### src/design/usu_defines.vh
`ifndef USU_DEFINES_VH
`define USU_DEFINES_VH

// i2c trigger codes
`define USU_OP_START   3'h0
`define USU_OP_STOP    3'h1
`define USU_OP_TX      3'h2
`define USU_OP_RX      3'h3
`define USU_OP_ACK     3'h4
`define USU_OP_NAK     3'h5
`define USU_OP_ACKRX   3'h6
`define USU_OP_RESV    3'h7

// i2c result codes
`define USU_RES_START  3'h0
`define USU_RES_STOP   3'h1
`define USU_RES_TXE    3'h2
`define USU_RES_RXF    3'h3
`define USU_RES_ACKTX  3'h4
`define USU_RES_ACKRX  3'h5
`define USU_RES_NAKRX  3'h6

// bit counts per transfer unit
`define USU_BITS_BYTE  4'h8
`define USU_BITS_CMD   4'h9
`define USU_BITS_ACK   4'h1

// receive stream fifo shape
`define USU_FIFO_WIDTH 8
`define USU_FIFO_DEPTH 8

// reset values
`define USU_RST_BYTE   8'h00
`define USU_RST_RESULT 3'h0

`endif

### src/design/usu_master_xfer.v
`timescale 1ns/100ps
`include "usu_defines.vh"

// Overview of operation
// RL1: buffer write starts spi frame
// RL2: tx-empty sets on shifter load
// RL3: tx buffer apart from shifter
// RL4: early write overwrites pending byte
// RL5: only buffer write starts reception
// RL6: eight sampled bits load rx buffer
// RL7: rx-full sets on load, write-one clears
// RL8: load while rx-full flags overrun
// RL9: select line is a software output; this module has no select output
// RL10: i2c pins drive low or release
// RL11: trigger starts coded operation
// RL12: trigger sets busy; finish sets irq
// RL13: result reports completed operation
// RL14: irq clear zeroes result
// RL15: start pulls data low, clock high
// RL16: start precedes any transfer
// RL17: byte send done at shifter load
// RL18: ack low, nak high
// RL19: software checks ack before next byte
// RL20: stop raises data, clock high
// RL21: start without stop repeats start
// RL22: software forms address bytes
// RL23: i2c units are eight bits
// RL24: polarity sets idle clock level
// RL25: nine-bit spi adds command bit
// RL26: reserved code does nothing
// RL27: irq flags gated by enables
module usu_master_xfer #(
  parameter FIFO_W = `USU_FIFO_WIDTH,   // receive stream word width
  parameter FIFO_D = `USU_FIFO_DEPTH    // receive stream depth
) (
  // clock and reset
  input  wire       i_clk_sys,
  input  wire       i_rst,
  // configuration
  input  wire       i_mode_i2c,         // 1 i2c master, 0 spi master
  input  wire       i_lsb_first,
  input  wire       i_spi_clock_polarity,
  input  wire       i_spi_length_select,
  input  wire       i_spi_command_bit_level,
  input  wire       i_ie_tx_empty,
  input  wire       i_ie_rx_full,
  input  wire       i_ie_i2c,
  // software strobes
  input  wire       i_tx_wr,
  input  wire [7:0] i_tx_buffer_byte,
  input  wire       i_i2c_master_trigger,
  input  wire [2:0] i_i2c_master_op_code,
  input  wire       i_spi_tx_empty_clr,
  input  wire       i_spi_rx_full_clr,
  input  wire       i_overrun_clr,
  input  wire       i_i2c_irq_clr,
  // status
  output reg        o_spi_tx_empty_flag,
  output reg        o_spi_rx_full_flag,
  output reg        o_overrun_flag,
  output reg        o_i2c_master_busy,
  output reg        o_i2c_master_irq_flag,
  output reg  [2:0] o_i2c_master_result,
  output reg        o_i2c_bus_busy,
  output reg  [7:0] o_rx_buffer_byte,
  output reg        o_irq,
  // received byte stream
  output wire       o_rx_valid,
  output wire [7:0] o_rx_data,
  input  wire       i_rx_ready,
  // transfer clock source and spi pins
  input  wire       i_xfer_clk,
  output reg        o_serial_clock_pin,
  output reg        o_serial_data_out_pin,
  input  wire       i_serial_data_in_pin,
  // i2c open-drain pins
  output wire       o_i2c_scl_out,
  output reg        o_i2c_scl_oe,
  output wire       o_i2c_sda_out,
  output reg        o_i2c_sda_oe
);
  localparam [2:0] ST_IDLE = 3'h1; // waiting for work
  localparam [2:0] ST_SPI  = 3'h2; // spi frame running
  localparam [2:0] ST_I2C  = 3'h4; // i2c operation running

  // reverse bit order for lsb-first framing
  function [7:0] rev8;
    input [7:0] v;
    integer k;
    begin
      for (k = 0; k < 8; k = k + 1) begin
        rev8[k] = v[7-k];
      end
    end
  endfunction

  reg  [2:0] xclk_s_r; // transfer clock synchroniser
  reg        xclk_f_r; // agreed transfer clock level
  reg        tick_r; // one pulse per transfer clock rise
  reg  [2:0] sdi_s_r; // data-in synchroniser
  reg        sdi_f_r; // agreed data-in level
  reg  [2:0] state_r; // engine state, one-hot
  reg  [7:0] tx_buf_r; // one-byte transmit buffer
  reg        tx_full_r; // buffer holds an unsent byte
  reg  [8:0] txsh_r; // transmit shifter, msb leaves first
  reg  [7:0] rxsh_r; // receive shifter
  reg  [3:0] bitcnt_r; // bits left in this unit
  reg        half_r; // spi half-period phase
  reg  [1:0] step_r; // i2c step within a bit
  reg  [2:0] cur_op_r; // running i2c operation
  reg        pend_r; // accepted trigger awaiting engine
  reg  [2:0] pend_op_r; // its operation code
  reg        push_r; // byte into receive stream
  reg  [7:0] push_data_r; // that byte
  wire       fifo_ready; // stream has room
  wire       trig_ok; // trigger is accepted
  wire [7:0] rx_byte; // received byte in bit order
  wire [7:0] tx_ord; // buffer byte in bit order

  assign o_i2c_scl_out = 1'b0;          // open drain: only ever low
  assign o_i2c_sda_out = 1'b0;          // RL10
  assign rx_byte = i_lsb_first ? rev8(rxsh_r) : rxsh_r;
  assign tx_ord  = i_lsb_first ? rev8(tx_buf_r) : tx_buf_r;
  // reserved code and transfers before a start are dropped
  assign trig_ok = i_i2c_master_trigger & i_mode_i2c & ~o_i2c_master_busy
                 & (i_i2c_master_op_code != `USU_OP_RESV)          // RL26
                 & ((i_i2c_master_op_code == `USU_OP_START) | o_i2c_bus_busy); // RL16

  // pin synchronisers: a level counts once stages two and three agree
  always @(posedge i_clk_sys) begin
    if (i_rst) begin
      xclk_s_r <= 3'h0;
      xclk_f_r <= 1'b0;
      tick_r   <= 1'b0;
      sdi_s_r  <= 3'h7;
      sdi_f_r  <= 1'b1;
    end else begin
      xclk_s_r <= {xclk_s_r[1:0], i_xfer_clk};
      sdi_s_r  <= {sdi_s_r[1:0], i_serial_data_in_pin};
      if (xclk_s_r[1] == xclk_s_r[2]) begin
        xclk_f_r <= xclk_s_r[2];
      end
      if (sdi_s_r[1] == sdi_s_r[2]) begin
        sdi_f_r <= sdi_s_r[2];
      end
      tick_r <= (xclk_s_r[1] == xclk_s_r[2]) & xclk_s_r[2] & ~xclk_f_r;
    end
  end

  // interrupt request from enabled flags
  always @(posedge i_clk_sys) begin
    if (i_rst) begin
      o_irq <= 1'b0;
    end else begin
      o_irq <= (o_spi_tx_empty_flag & i_ie_tx_empty)               // RL27
             | ((o_spi_rx_full_flag | o_overrun_flag) & i_ie_rx_full)
             | (o_i2c_master_irq_flag & i_ie_i2c);
    end
  end

  // transfer engine, buffers and flags; later assignments win
  always @(posedge i_clk_sys) begin
    if (i_rst) begin
      state_r               <= ST_IDLE;
      tx_buf_r              <= `USU_RST_BYTE;
      tx_full_r             <= 1'b0;
      txsh_r                <= 9'h1FF;
      rxsh_r                <= `USU_RST_BYTE;
      bitcnt_r              <= 4'h0;
      half_r                <= 1'b0;
      step_r                <= 2'h0;
      cur_op_r              <= `USU_OP_START;
      pend_r                <= 1'b0;
      pend_op_r             <= `USU_OP_START;
      push_r                <= 1'b0;
      push_data_r           <= `USU_RST_BYTE;
      o_spi_tx_empty_flag   <= 1'b0;
      o_spi_rx_full_flag    <= 1'b0;
      o_overrun_flag        <= 1'b0;
      o_i2c_master_busy     <= 1'b0;
      o_i2c_master_irq_flag <= 1'b0;
      o_i2c_master_result   <= `USU_RST_RESULT;
      o_i2c_bus_busy        <= 1'b0;
      o_rx_buffer_byte      <= `USU_RST_BYTE;
      o_serial_clock_pin    <= 1'b0;
      o_serial_data_out_pin <= 1'b1;
      o_i2c_scl_oe          <= 1'b0;
      o_i2c_sda_oe          <= 1'b0;
    end else begin
      push_r <= 1'b0;
      // write-one clears come first so a same-cycle set wins
      if (i_spi_tx_empty_clr) o_spi_tx_empty_flag <= 1'b0;
      if (i_spi_rx_full_clr) o_spi_rx_full_flag <= 1'b0;             // RL7
      if (i_overrun_clr) o_overrun_flag <= 1'b0;
      if (i_i2c_irq_clr) begin
        o_i2c_master_irq_flag <= 1'b0;
        o_i2c_master_result   <= `USU_RES_START;                     // RL14
      end
      // accept a trigger and hold busy until it completes
      if (trig_ok) begin
        o_i2c_master_busy <= 1'b1;                                   // RL12
        pend_r            <= 1'b1;                                   // RL11
        pend_op_r         <= i_i2c_master_op_code;
      end
      case (state_r)
        ST_IDLE: begin
          o_serial_clock_pin <= i_spi_clock_polarity;                // RL24
          half_r             <= 1'b0;
          step_r             <= 2'h0;
          if (!i_mode_i2c && tx_full_r && fifo_ready) begin
            // only a buffer write launches an spi frame
            state_r             <= ST_SPI;                           // RL5
            tx_full_r           <= 1'b0;                             // RL1
            o_spi_tx_empty_flag <= 1'b1;                             // RL2
            if (i_spi_length_select) begin
              txsh_r   <= {i_spi_command_bit_level, tx_ord}; // RL25
              bitcnt_r <= `USU_BITS_CMD;
              o_serial_data_out_pin <= i_spi_command_bit_level;
            end else begin
              txsh_r   <= {tx_ord, 1'b1};
              bitcnt_r <= `USU_BITS_BYTE;
              o_serial_data_out_pin <= tx_ord[7];
            end
          end else if (i_mode_i2c && pend_r
                       && (pend_op_r != `USU_OP_RX || fifo_ready)) begin
            state_r  <= ST_I2C;
            pend_r   <= 1'b0;
            cur_op_r <= pend_op_r;
            bitcnt_r <= `USU_BITS_ACK;
            txsh_r   <= 9'h1FF;                  // released data line
            if (pend_op_r == `USU_OP_TX) begin
              // report as soon as the buffer reaches the shifter
              txsh_r                <= {tx_ord, 1'b1};
              bitcnt_r              <= `USU_BITS_BYTE;               // RL23
              tx_full_r             <= 1'b0;
              o_i2c_master_busy     <= 1'b0;                         // RL17
              o_i2c_master_irq_flag <= 1'b1;
              o_i2c_master_result   <= `USU_RES_TXE;                 // RL13
            end else if (pend_op_r == `USU_OP_RX) begin
              bitcnt_r <= `USU_BITS_BYTE;                            // RL23
            end else if (pend_op_r == `USU_OP_ACK) begin
              txsh_r <= 9'h0FF;                  // one low bit
            end
          end
        end
        ST_SPI: begin
          if (tick_r) begin
            if (!half_r) begin
              // leading edge: clock active, sample data in
              o_serial_clock_pin <= ~i_spi_clock_polarity;
              rxsh_r             <= {rxsh_r[6:0], sdi_f_r};          // RL6
              half_r             <= 1'b1;
            end else begin
              // trailing edge: clock idle, next bit out
              o_serial_clock_pin <= i_spi_clock_polarity;
              half_r             <= 1'b0;
              txsh_r             <= {txsh_r[7:0], 1'b1};
              o_serial_data_out_pin <= txsh_r[7]; // RL1
              if (bitcnt_r == 4'h1) begin
                state_r            <= ST_IDLE;
                o_rx_buffer_byte   <= rx_byte;                       // RL6
                push_r             <= 1'b1;
                push_data_r        <= rx_byte;
                o_spi_rx_full_flag <= 1'b1;                          // RL7
                if (o_spi_rx_full_flag) o_overrun_flag <= 1'b1;      // RL8
              end else begin
                bitcnt_r <= bitcnt_r - 4'h1;
              end
            end
          end
        end
        ST_I2C: begin
          if (tick_r) begin
            step_r <= step_r + 2'h1;
            if (cur_op_r == `USU_OP_START) begin
              // release data, release clock, data low, clock low
              case (step_r)
                2'h0: o_i2c_sda_oe <= 1'b0;
                2'h1: o_i2c_scl_oe <= 1'b0;
                2'h2: o_i2c_sda_oe <= 1'b1;                          // RL15
                default: begin
                  o_i2c_scl_oe          <= 1'b1;
                  state_r               <= ST_IDLE;
                  o_i2c_bus_busy        <= 1'b1;                     // RL21
                  o_i2c_master_busy     <= 1'b0;
                  o_i2c_master_irq_flag <= 1'b1;
                  o_i2c_master_result   <= `USU_RES_START;
                end
              endcase
            end else if (cur_op_r == `USU_OP_STOP) begin
              // data low, release clock, then release data
              case (step_r)
                2'h0: o_i2c_sda_oe <= 1'b1;
                2'h1: o_i2c_scl_oe <= 1'b0;
                default: begin
                  o_i2c_sda_oe          <= 1'b0;                     // RL20
                  state_r               <= ST_IDLE;
                  o_i2c_bus_busy        <= 1'b0;
                  o_i2c_master_busy     <= 1'b0;
                  o_i2c_master_irq_flag <= 1'b1;
                  o_i2c_master_result   <= `USU_RES_STOP;
                end
              endcase
            end else begin
              // one bit: set data, clock high, sample, clock low
              case (step_r)
                2'h0: o_i2c_sda_oe <= ~txsh_r[8];                    // RL10
                2'h1: o_i2c_scl_oe <= 1'b0;
                2'h2: rxsh_r       <= {rxsh_r[6:0], sdi_f_r};
                default: begin
                  o_i2c_scl_oe <= 1'b1;
                  txsh_r       <= {txsh_r[7:0], 1'b1};
                  if (bitcnt_r != 4'h1) begin
                    bitcnt_r <= bitcnt_r - 4'h1;
                  end else begin
                    state_r <= ST_IDLE;
                    if (cur_op_r != `USU_OP_TX) begin
                      o_i2c_master_busy     <= 1'b0;                 // RL12
                      o_i2c_master_irq_flag <= 1'b1;
                    end
                    if (cur_op_r == `USU_OP_RX) begin
                      o_rx_buffer_byte    <= rx_byte;
                      push_r              <= 1'b1;
                      push_data_r         <= rx_byte;
                      o_i2c_master_result <= `USU_RES_RXF;
                    end else if (cur_op_r == `USU_OP_ACKRX) begin
                      o_i2c_master_result <= rxsh_r[0] ? `USU_RES_NAKRX
                                                       : `USU_RES_ACKRX; // RL18
                    end else if (cur_op_r != `USU_OP_TX) begin
                      o_i2c_master_result <= `USU_RES_ACKTX;
                    end
                  end
                end
              endcase
            end
          end
        end
        default: state_r <= ST_IDLE;
      endcase
      // a buffer write overwrites any byte not yet taken
      if (i_tx_wr) begin
        tx_buf_r  <= i_tx_buffer_byte;                               // RL3
        tx_full_r <= 1'b1;                                           // RL4
      end
    end
  end

  // receive stream buffer; full stalls new receiving transfers
  usu_fifo #(
    .W (FIFO_W),
    .D (FIFO_D)
  ) u_rx_fifo (
    .i_clk_sys   (i_clk_sys),
    .i_rst       (i_rst),
    .i_in_valid  (push_r),
    .i_in_data   (push_data_r),
    .o_in_ready  (fifo_ready),
    .o_out_valid (o_rx_valid),
    .o_out_data  (o_rx_data),
    .i_out_ready (i_rx_ready)
  );
endmodule // usu_master_xfer

### src/design/usu_fifo.v
`timescale 1ns/100ps
// first-word-fall-through fifo with a registered output stage
module usu_fifo #(
  parameter W = 8, // word width
  parameter D = 8  // storage depth, power of two
) (
  // clock and reset
  input  wire         i_clk_sys,
  input  wire         i_rst,
  // filling side
  input  wire         i_in_valid,
  input  wire [W-1:0] i_in_data,
  output wire         o_in_ready,
  // draining side
  output reg          o_out_valid,
  output reg  [W-1:0] o_out_data,
  input  wire         i_out_ready
);
  localparam AW = $clog2(D);
  localparam [AW:0] FULL_C = D;

  reg  [W-1:0]  mem_r [0:D-1]; // storage words
  reg  [AW-1:0] wr_ptr_r; // write index, wraps
  reg  [AW-1:0] rd_ptr_r; // read index, wraps
  reg  [AW:0]   cnt_r; // words held in storage
  wire          push; // word accepted
  wire          pop; // output word taken
  wire          load; // output stage may refill
  wire          take_mem; // refill from storage
  wire          bypass; // refill straight from input
  wire          write_mem; // input goes into storage

  assign o_in_ready = (cnt_r != FULL_C);
  assign push       = i_in_valid & o_in_ready;
  assign pop        = o_out_valid & i_out_ready;
  assign load       = ~o_out_valid | pop;
  assign take_mem   = load & (cnt_r != {(AW+1){1'b0}});
  assign bypass     = load & (cnt_r == {(AW+1){1'b0}}) & push;
  assign write_mem  = push & ~bypass;

  // pointers, count and output stage
  always @(posedge i_clk_sys) begin
    if (i_rst) begin
      wr_ptr_r    <= {AW{1'b0}};
      rd_ptr_r    <= {AW{1'b0}};
      cnt_r       <= {(AW+1){1'b0}};
      o_out_valid <= 1'b0;
      o_out_data  <= {W{1'b0}};
    end else begin
      if (write_mem) begin
        mem_r[wr_ptr_r] <= i_in_data;
        wr_ptr_r        <= wr_ptr_r + {{(AW-1){1'b0}}, 1'b1};
      end
      if (take_mem) begin
        o_out_data <= mem_r[rd_ptr_r];
        rd_ptr_r   <= rd_ptr_r + {{(AW-1){1'b0}}, 1'b1};
      end else if (bypass) begin
        o_out_data <= i_in_data;
      end
      if (load) begin
        o_out_valid <= take_mem | bypass;
      end
      // count moves only with storage traffic
      if (write_mem & ~take_mem) begin
        cnt_r <= cnt_r + {{AW{1'b0}}, 1'b1};
      end else if (take_mem & ~write_mem) begin
        cnt_r <= cnt_r - {{AW{1'b0}}, 1'b1};
      end
    end
  end
endmodule // usu_fifo

### config.mk
export PLATFORM = sky130hd
export DESIGN_NAME = usu_master_xfer
export DESIGN_NICKNAME = d
export VERILOG_FILES = /design/src/design/usu_master_xfer.v /design/src/design/usu_fifo.v
export VERILOG_INCLUDE_DIRS = /design/src /design/src/design
export SDC_FILE = /design/constraint.sdc
export NUM_CORES = 1
export LEC_CHECK = 0
export ABC_AREA = 1
export ABC_CLOCK_PERIOD_IN_PS = 3700
export BUFFER_PORTS_ARGS = -buffer_cell sky130_fd_sc_hd__buf_2
export CORE_ASPECT_RATIO = 0.6
export CORE_UTILIZATION = 63
export CTS_CLUSTER_DIAMETER = 60
export DETAILED_ROUTE_END_ITERATION = 10
export GPL_TIMING_DRIVEN = 0
export HOLD_SLACK_MARGIN = 0.12
export PLACE_DENSITY = 0.84
export SLEW_MARGIN = 20
export SYNTH_ARGS = -nofsm -noshare
export SYNTH_HDL_FRONTEND = slang
export SYNTH_SLANG_ARGS = --single-unit
### constraint.sdc
create_clock -name i_clk_sys -period 3.7 [get_ports i_clk_sys]
set_clock_uncertainty 0.2 [all_clocks]
set_input_delay 0.74 -clock i_clk_sys [delete_from_list [all_inputs] [get_ports i_clk_sys]]
set_output_delay 0.74 -clock i_clk_sys [all_outputs]
set_load 0.03 [all_outputs]
==> results.py, run 1 <==
metrics = {
    "clock_network": {
        "post_cts_buffers": 0,
        "cts_buffer_depth": 2,
        "htreeDepth": 4,
        "cts-root-buf": "clkbuf_16",
        "cts_sinks": 161,
        "cts_tree": "built",
        "hold_buffers": 0,
        "clock_latency_ns": 0.43,
        "clk_pin_slew_ns": 0.07,
        "cts_made_buffers": 17,
        "postCtsResizedCells": 0,
    },
    "worst_hold_path": {
        "hold_path.class": "reg2reg",
        "min_from": "sdi_s_r[0]",
        "whs_path_depth": 1,
        "hold_end": "sdi_s_r[1]",
    },
    "pwr": {
        "peakVddDrop_uv": 443.2,
        "p_int_mw": 3.329,
        "switchingPower_mw": 1.816,
        "combPwrFrac_pct": 26.1,
        "p_leak_nw": 3.360,
        "pwr-share-seq_pct": 40.3,
        "clockPowerShare_pct": 33.5,
        "swShare_pct": 35.29,
        "cellPowerDensity_mw_per_mm2": 607.0,
    },
    "critical_path": {
        "crit_buf_inv": 1,
        "critPathMaxStageDelay_ns": 0.82,
        "regToRegEndpoint": "u_rx_fifo.mem_r[5][3]",
        "endpoint_kind": "register",
        "reg2reg_depth": 8,
        "startpoint_type": "register",
        "ff2ff_setup_slack_ns": 1.01,
        "crit_slowest_cell": "nor2_1",
        "path_class": "reg2reg",
        "crit_family": "simple AND/OR/NAND/NOR gates",
        "crit_chain": "nor2_1 -> nand3_2 -> nand2_1 -> inv_1 -> o21ai_1 -> nor2_1 -> nand2_1 -> nor2_1",
        "cp.arrival_ns": 2.54,
        "cp_max_fo": 8,
        "cp_data_required_time_ns": 3.55,
        "crit_top_cell": "nor2_1",
        "timing.rr.start": "u_rx_fifo.cnt_r[0]",
    },
    "timing": {
        "fin_crit_sh_pct": 72.68,
        "holdWs_ns": 0.2079,
        "worstMarginPinSlew_ns": 1.051,
        "finalSetupViolCount": 0,
        "rsz0062_at_grt": "no",
        "period_needed_ns": 2.689,
        "fmax_mhz": 371.9,
        "timing.setup.tns_ns": 0,
        "slew_viol_final": 0,
        "slew_headroom_pct": 29.66,
        "setup_slack_ns": 1.011,
        "hold_violations": 0,
    },
    "cells_and_area": {
        "n_fill_cell": 860,
        "drive_above_1_share_pct": 16.12,
        "syn2layout_area_growth_pct": 14.83,
        "final_common_cell": "o21ai_0",
        "layout_common_cells": "126 x o21ai_0, 125 x nor2_1, 115 x nand2_1",
        "finalNonFillerCells": 1109,
        "nets": 978,
        "n_antenna_cell": 0,
    },
    "global_route": {
        "grt_pass1_wl_um": 29230,
        "antenna_found_initial": 0,
        "grt_pass1_vias": 5581,
        "gr-usage-all-layers_pct": 32.27,
        "grt_overflow": 0,
        "grt_max_degree": 17,
    },
    "routing": {
        "wire_per_inst_um": 16.93,
        "drc": 0,
        "routed_via_density": 5.748,
        "wirelength_um": 18780,
        "drt_iter0_drc": 793,
        "routed-via-count": 6374,
        "firstDrtPassIters": 5,
        "antenna_left": 0,
    },
    "synthesis": {
        "synth_area_leader_cell": "dfxtp_1",
        "synthTopCellsByArea": "dfxtp_1 26%, edfxtp_1 26%, o21ai_0 8.5%",
        "yosys_warnings": 0,
        "synth_seq_cells": 161,
        "synthCells": 857,
        "synth_flop_cell": "dfxtp_1",
        "synthesis.area_mm2": 0.007381,
        "ys_async_sr_fraction_pct": 0,
        "syn_avg_cell_area_um2": 8.612,
        "synth_edf_count": 64,
        "yosys.area.top_type_share_pct": 26.31,
        "ys_types": 49,
        "seq_area_frac_synth_pct": 52.35,
    },
    "run_status": {
        "status": "finished, final reports clean",
    },
    "die": {
        "start_util_pct": 65.11,
        "fp.dieH_um": 85.84,
        "dieArea_mm2": 0.01217,
        "core_area_mm2": 0.01134,
        "die_w_um": 141.7,
        "rows": 30,
        "io_pins": 63,
    },
    "placement": {
        "portBuffers": 59,
        "place_inst": 1077,
        "dpl.hpwl_um": 13220,
        "place.gp.congestion": 0.9518,
        "place_ws_ns": 0.7600,
    },
    "job": {
        "maxCapViolCount": 0,
    },
}
## how the worst max path moves through the flow
stage	slack, ns	to	cells after the start	start
floorplan	1.17	u_rx_fifo.mem_r[0][0]	5	i_rx_ready
global placement	0.42	u_rx_fifo.mem_r[4][6]	6	i_rx_ready
detailed placement	0.76	u_rx_fifo.mem_r[5][6]	6	i_rx_ready
CTS	1.09	u_rx_fifo.mem_r[5][3]	8	u_rx_fifo.cnt_r[0]
global route	0.81	u_rx_fifo.mem_r[5][3]	8	u_rx_fifo.cnt_r[0]
finish	1.01	u_rx_fifo.mem_r[5][3]	8	u_rx_fifo.cnt_r[0]
## sequential cells by signal (all words and copies together), names as in the netlist, 4 cells and up, named ones only
register              count
u_rx_fifo.mem_r          64
push_data_r               8
rxsh_r                    8
tx_buf_r                  8
txsh_r                    9
bitcnt_r                  4
u_rx_fifo.o_out_data      8
u_rx_fifo.cnt_r           4
## power groups by stage
stage	logic [mW]	registers [mW]	clock network (mW)
after floorplan	0.863	2.16	0
after global placement	1.25	2.11	0
after detailed placement	1.29	2.11	0
after CTS	1.31	2.07	1.74
after global routing	1.47	2.09	1.81
final	1.35	2.07	1.72
## kinds of logic (layout without fill, tap and decap cells)
kind of cell	after synthesis	count (layout)	synth area share [%]
adder cells (fa/ha/maj)	12	12	2.136
AND/OR/NAND/NOR	297	297	18.05
XOR/XNOR	3	3	0.3561
other	1	2	0.05081
AO/OA/AOI/OAI	263	263	19.95
multiplexers	3	3	0.4069
flip-flops	161	161	52.35
buffers and inverters	117	208	6.696
## metrics by stage
stage / utilization (%) / area [um^2] / power [mW]
floorplan: - / 7385 / 3.026
CTS: 74.77 / 8476 / 5.123
global placement: 69.51 / 7880 / 3.356
detailed placement: 69.69 / 7900 / 3.397
global route: 74.77 / 8476 / 5.369
finish: 74.77 / 8476 / 5.145
## cells in the mapped netlist, types with 2 or more instances
library cell and instances:
nand4_1 3, a21oi_1 80, mux2i_1 3, a21oi_2 6, nand2_1 115, nand3_1 19, edfxtp_1 64, a21oi_4 2
clkbuf_1 19, o211ai_1 22, o21ai_0 126, a31oi_1 2, buf_2 6, o21ai_1 13, or2_2 4, o31ai_1 2
xor2_1 2, inv_1 74, nand2_4 6, a211oi_1 4, nor2_1 125, o21ai_4 2, nand3_2 3, nor2_2 3
inv_2 9, dfxtp_1 97, nor3_1 9, buf_4 3, o21ai_2 2, nand3_4 3, ha_1 11
## final cells by class
type	instances	area, um^2	share of cell area [%]
tap	160	200.2	2.362
multi-input combinational	580	3047	35.95
timing repair buffer	59	295.3	3.484
buffer	31	158.9	1.875
sequential	161	3864	45.59
clock inverter	14	146.4	1.727
clock buffer	18	429.2	5.063
inverter	86	335.3	3.956
## layer usage
metal	GRT usage, %	share of wire (%)	vias up
li1	-	-	3072
met1	49.47	46	2917
met2	43.66	40	360
met3	10.22	13	25
met4	7.918	1.1	0
met5	0	0	-
No activity file was read; power rests on OpenSTA's default activity.
==> run 2: changes to the inputs <==
ABC_CLOCK_PERIOD_IN_PS = 2300   (was 3700)
CORE_UTILIZATION = 54   (was 63)
PLACE_DENSITY = 0.76   (was 0.84)
clock period = 2.3 ns   (was 3.7 ns; I/O delays follow)
==> run 2 against run 1 <==
Effect of this change:
- combinational power grew 62%
- design area is 4.2% higher
- sequential cell count stayed put
- fmax rose by 24%
- register-to-register slack worse by 0.89 ns
- sequential share of layout area fell by 1.8 points
- critical endpoint is now u_rx_fifo.cnt_r[3]
- final cell count grew 2.9%
- clock-buffer cell count stayed put
- hold slack worse by 0.084 ns
- routed wire length increased by 6.0%
- setup slack worse by 0.89 ns
- highest routed layer unchanged
- non-clock buffer count grew 22
==> results.py, run 2 (same netlist as run 1, synthesis figures left out) <==
metrics = {
    "routing": {
        "wirelength_um": 19900,
        "drt_iter0_drc": 657,
        "firstDrtPassIters": 6,
        "wire_per_inst_um": 17.44,
        "routed-via-count": 6573,
        "routed_via_density": 5.761,
        "drc": 0,
        "antenna_left": 0,
    },
    "critical_path": {
        "reg2reg_depth": 12,
        "regToRegEndpoint": "u_rx_fifo.cnt_r[3]",
        "timing.rr.start": "u_rx_fifo.cnt_r[1]",
        "cp_data_required_time_ns": 2.42,
        "path_class": "reg2reg",
        "cp.arrival_ns": 2.30,
        "cp_max_fo": 4,
        "endpoint_kind": "register",
        "startpoint_type": "register",
        "ff2ff_setup_slack_ns": 0.13,
    },
    "die": {
        "fp.dieH_um": 92.56,
        "start_util_pct": 56.37,
        "core_area_mm2": 0.01309,
        "dieArea_mm2": 0.01416,
        "rows": 32,
        "die_w_um": 152.9,
        "io_pins": 63,
    },
    "pwr": {
        "p_leak_nw": 3.507,
        "power_mw": 8.565,
        "cellPowerDensity_mw_per_mm2": 969.8,
        "peakVddDrop_uv": 529.5,
    },
    "timing": {
        "fin_crit_sh_pct": 94.56,
        "period_needed_ns": 2.175,
        "slew_viol_final": 0,
        "holdWs_ns": 0.1235,
        "hold_violations": 0,
        "finalSetupViolCount": 0,
        "fmax_mhz": 459.8,
        "slew_headroom_pct": 57.44,
        "worstMarginPinSlew_ns": 0.6384,
    },
    "clock_network": {
        "clock_latency_ns": 0.43,
        "cts-root-buf": "clkbuf_16",
        "cts_buffer_depth": 2,
        "cts_made_buffers": 17,
        "htreeDepth": 4,
        "cts_tree": "built",
        "cts_sinks": 161,
        "clk_pin_slew_ns": 0.07,
    },
    "cells_and_area": {
        "reg_top3": "u_rx_fifo.mem_r (64), txsh_r (9)",
        "largest_reg_flops": 64,
        "drive_above_1_share_pct": 18.02,
        "final_area_mm2": 0.008832,
        "layout_common_cells": "126 x o21ai_0, 119 x nor2_1, 113 x nand2_1",
        "regMostFlops": "u_rx_fifo.mem_r",
        "fin_util_pct": 67.46,
        "nets": 1000,
        "final_common_cell": "o21ai_0",
        "syn2layout_area_growth_pct": 19.66,
        "n_antenna_cell": 0,
    },
    "global_route": {
        "grt_pass1_wl_um": 30650,
        "grt_max_degree": 17,
        "grt_pass1_vias": 5967,
        "antenna_found_initial": 0,
        "grt_overflow": 0,
        "gr-usage-all-layers_pct": 28.65,
    },
    "worst_hold_path": {
        "min_from": "i_tx_buffer_byte[7]",
        "whs_path_depth": 3,
        "hold_path.class": "in2reg",
        "hold_end": "tx_buf_r[7]",
    },
    "run_status": {
        "status": "finished, final reports clean",
    },
    "job": {
        "maxCapViolCount": 0,
    },
    "placement": {
        "place.gp.congestion": 0.9282,
        "portBuffers": 59,
        "placed_cell_area_mm2": 0.007915,
        "dpl.hpwl_um": 13330,
    },
}
[run 2: layer usage]
layer	track usage (%)	vias to the layer above	routed length, um
met5	0	-	0
met4	9.259	0	294
met3	6.083	34	2099
met2	41.93	363	8242
met1	42.13	3059	9260
li1	-	3117	-
[run 2: cell type report]
cell class                      count  area, um^2
Timing Repair Buffer               81       515.5
Multi-Input combinational cell    580        3115
Clock buffer                       18       439.2
Inverter                           86       335.3
Clock inverter                     14       190.2
Tap cell                          170       212.7
Fill cell                        1006        4260
Sequential cell                   161        3865
Buffer                             31       158.9
[run 2: worst max-delay path by stage]
stage                               start               endpoint  slack [ns]  cells past startpoint
floorplan           u_rx_fifo.o_out_valid  u_rx_fifo.mem_r[0][0]       -0.04                      6
global placement               i_rx_ready  u_rx_fifo.mem_r[6][5]       -0.82                      6
detailed placement             i_rx_ready  u_rx_fifo.mem_r[0][4]       -0.57                      6
CTS                    u_rx_fifo.cnt_r[0]  u_rx_fifo.mem_r[5][4]       -0.06                      8
global route           u_rx_fifo.cnt_r[1]  u_rx_fifo.mem_r[3][7]      -0.009                      8
finish                 u_rx_fifo.cnt_r[1]     u_rx_fifo.cnt_r[3]        0.13                     12
[run 2: metrics by stage]
stage	setup WS [ns]	instances	TNS [ns]
after floorplan	-0.04053	858	-1.297
after global placement	-0.8150	1087	-30.43
after detailed placement	-0.5717	1088	-19.68
after CTS	-0.05522	1138	-0.7459
after global routing	-0.008603	1141	-0.01717
final	0.1250	1141	0
[run 2: power breakdown]
part | internal [mW] | total [mW] | switching [mW]
sequential | 3.17 | 3.34 | 0.176
clock | 1.77 | 3.03 | 1.26
combinational | 0.672 | 2.19 | 1.52
total | 5.61 | 8.57 | 2.95
[run 2: what timing repair did]
item,CTS,global route
hold buffers,12,0
setup buffers,6,3
pin swaps,4,3
endpoints found under the hold margin,10,0
setup endpoints to repair,60,67
resized for setup,10,10
[run 2: critical path, cell delays in order, from the launching register on]
cell,delay [ns]
dfxtp_1,0.42
nor2_2,0.07
nand3_2,0.12
nand2_1,0.10
inv_1,0.12
nand2_2,0.10
ha_1,0.37
a21oi_1,0.15
nand2_1,0.10
nand2_1,0.07
nand2_1,0.07
a21oi_1,0.12
nor2_1,0.05
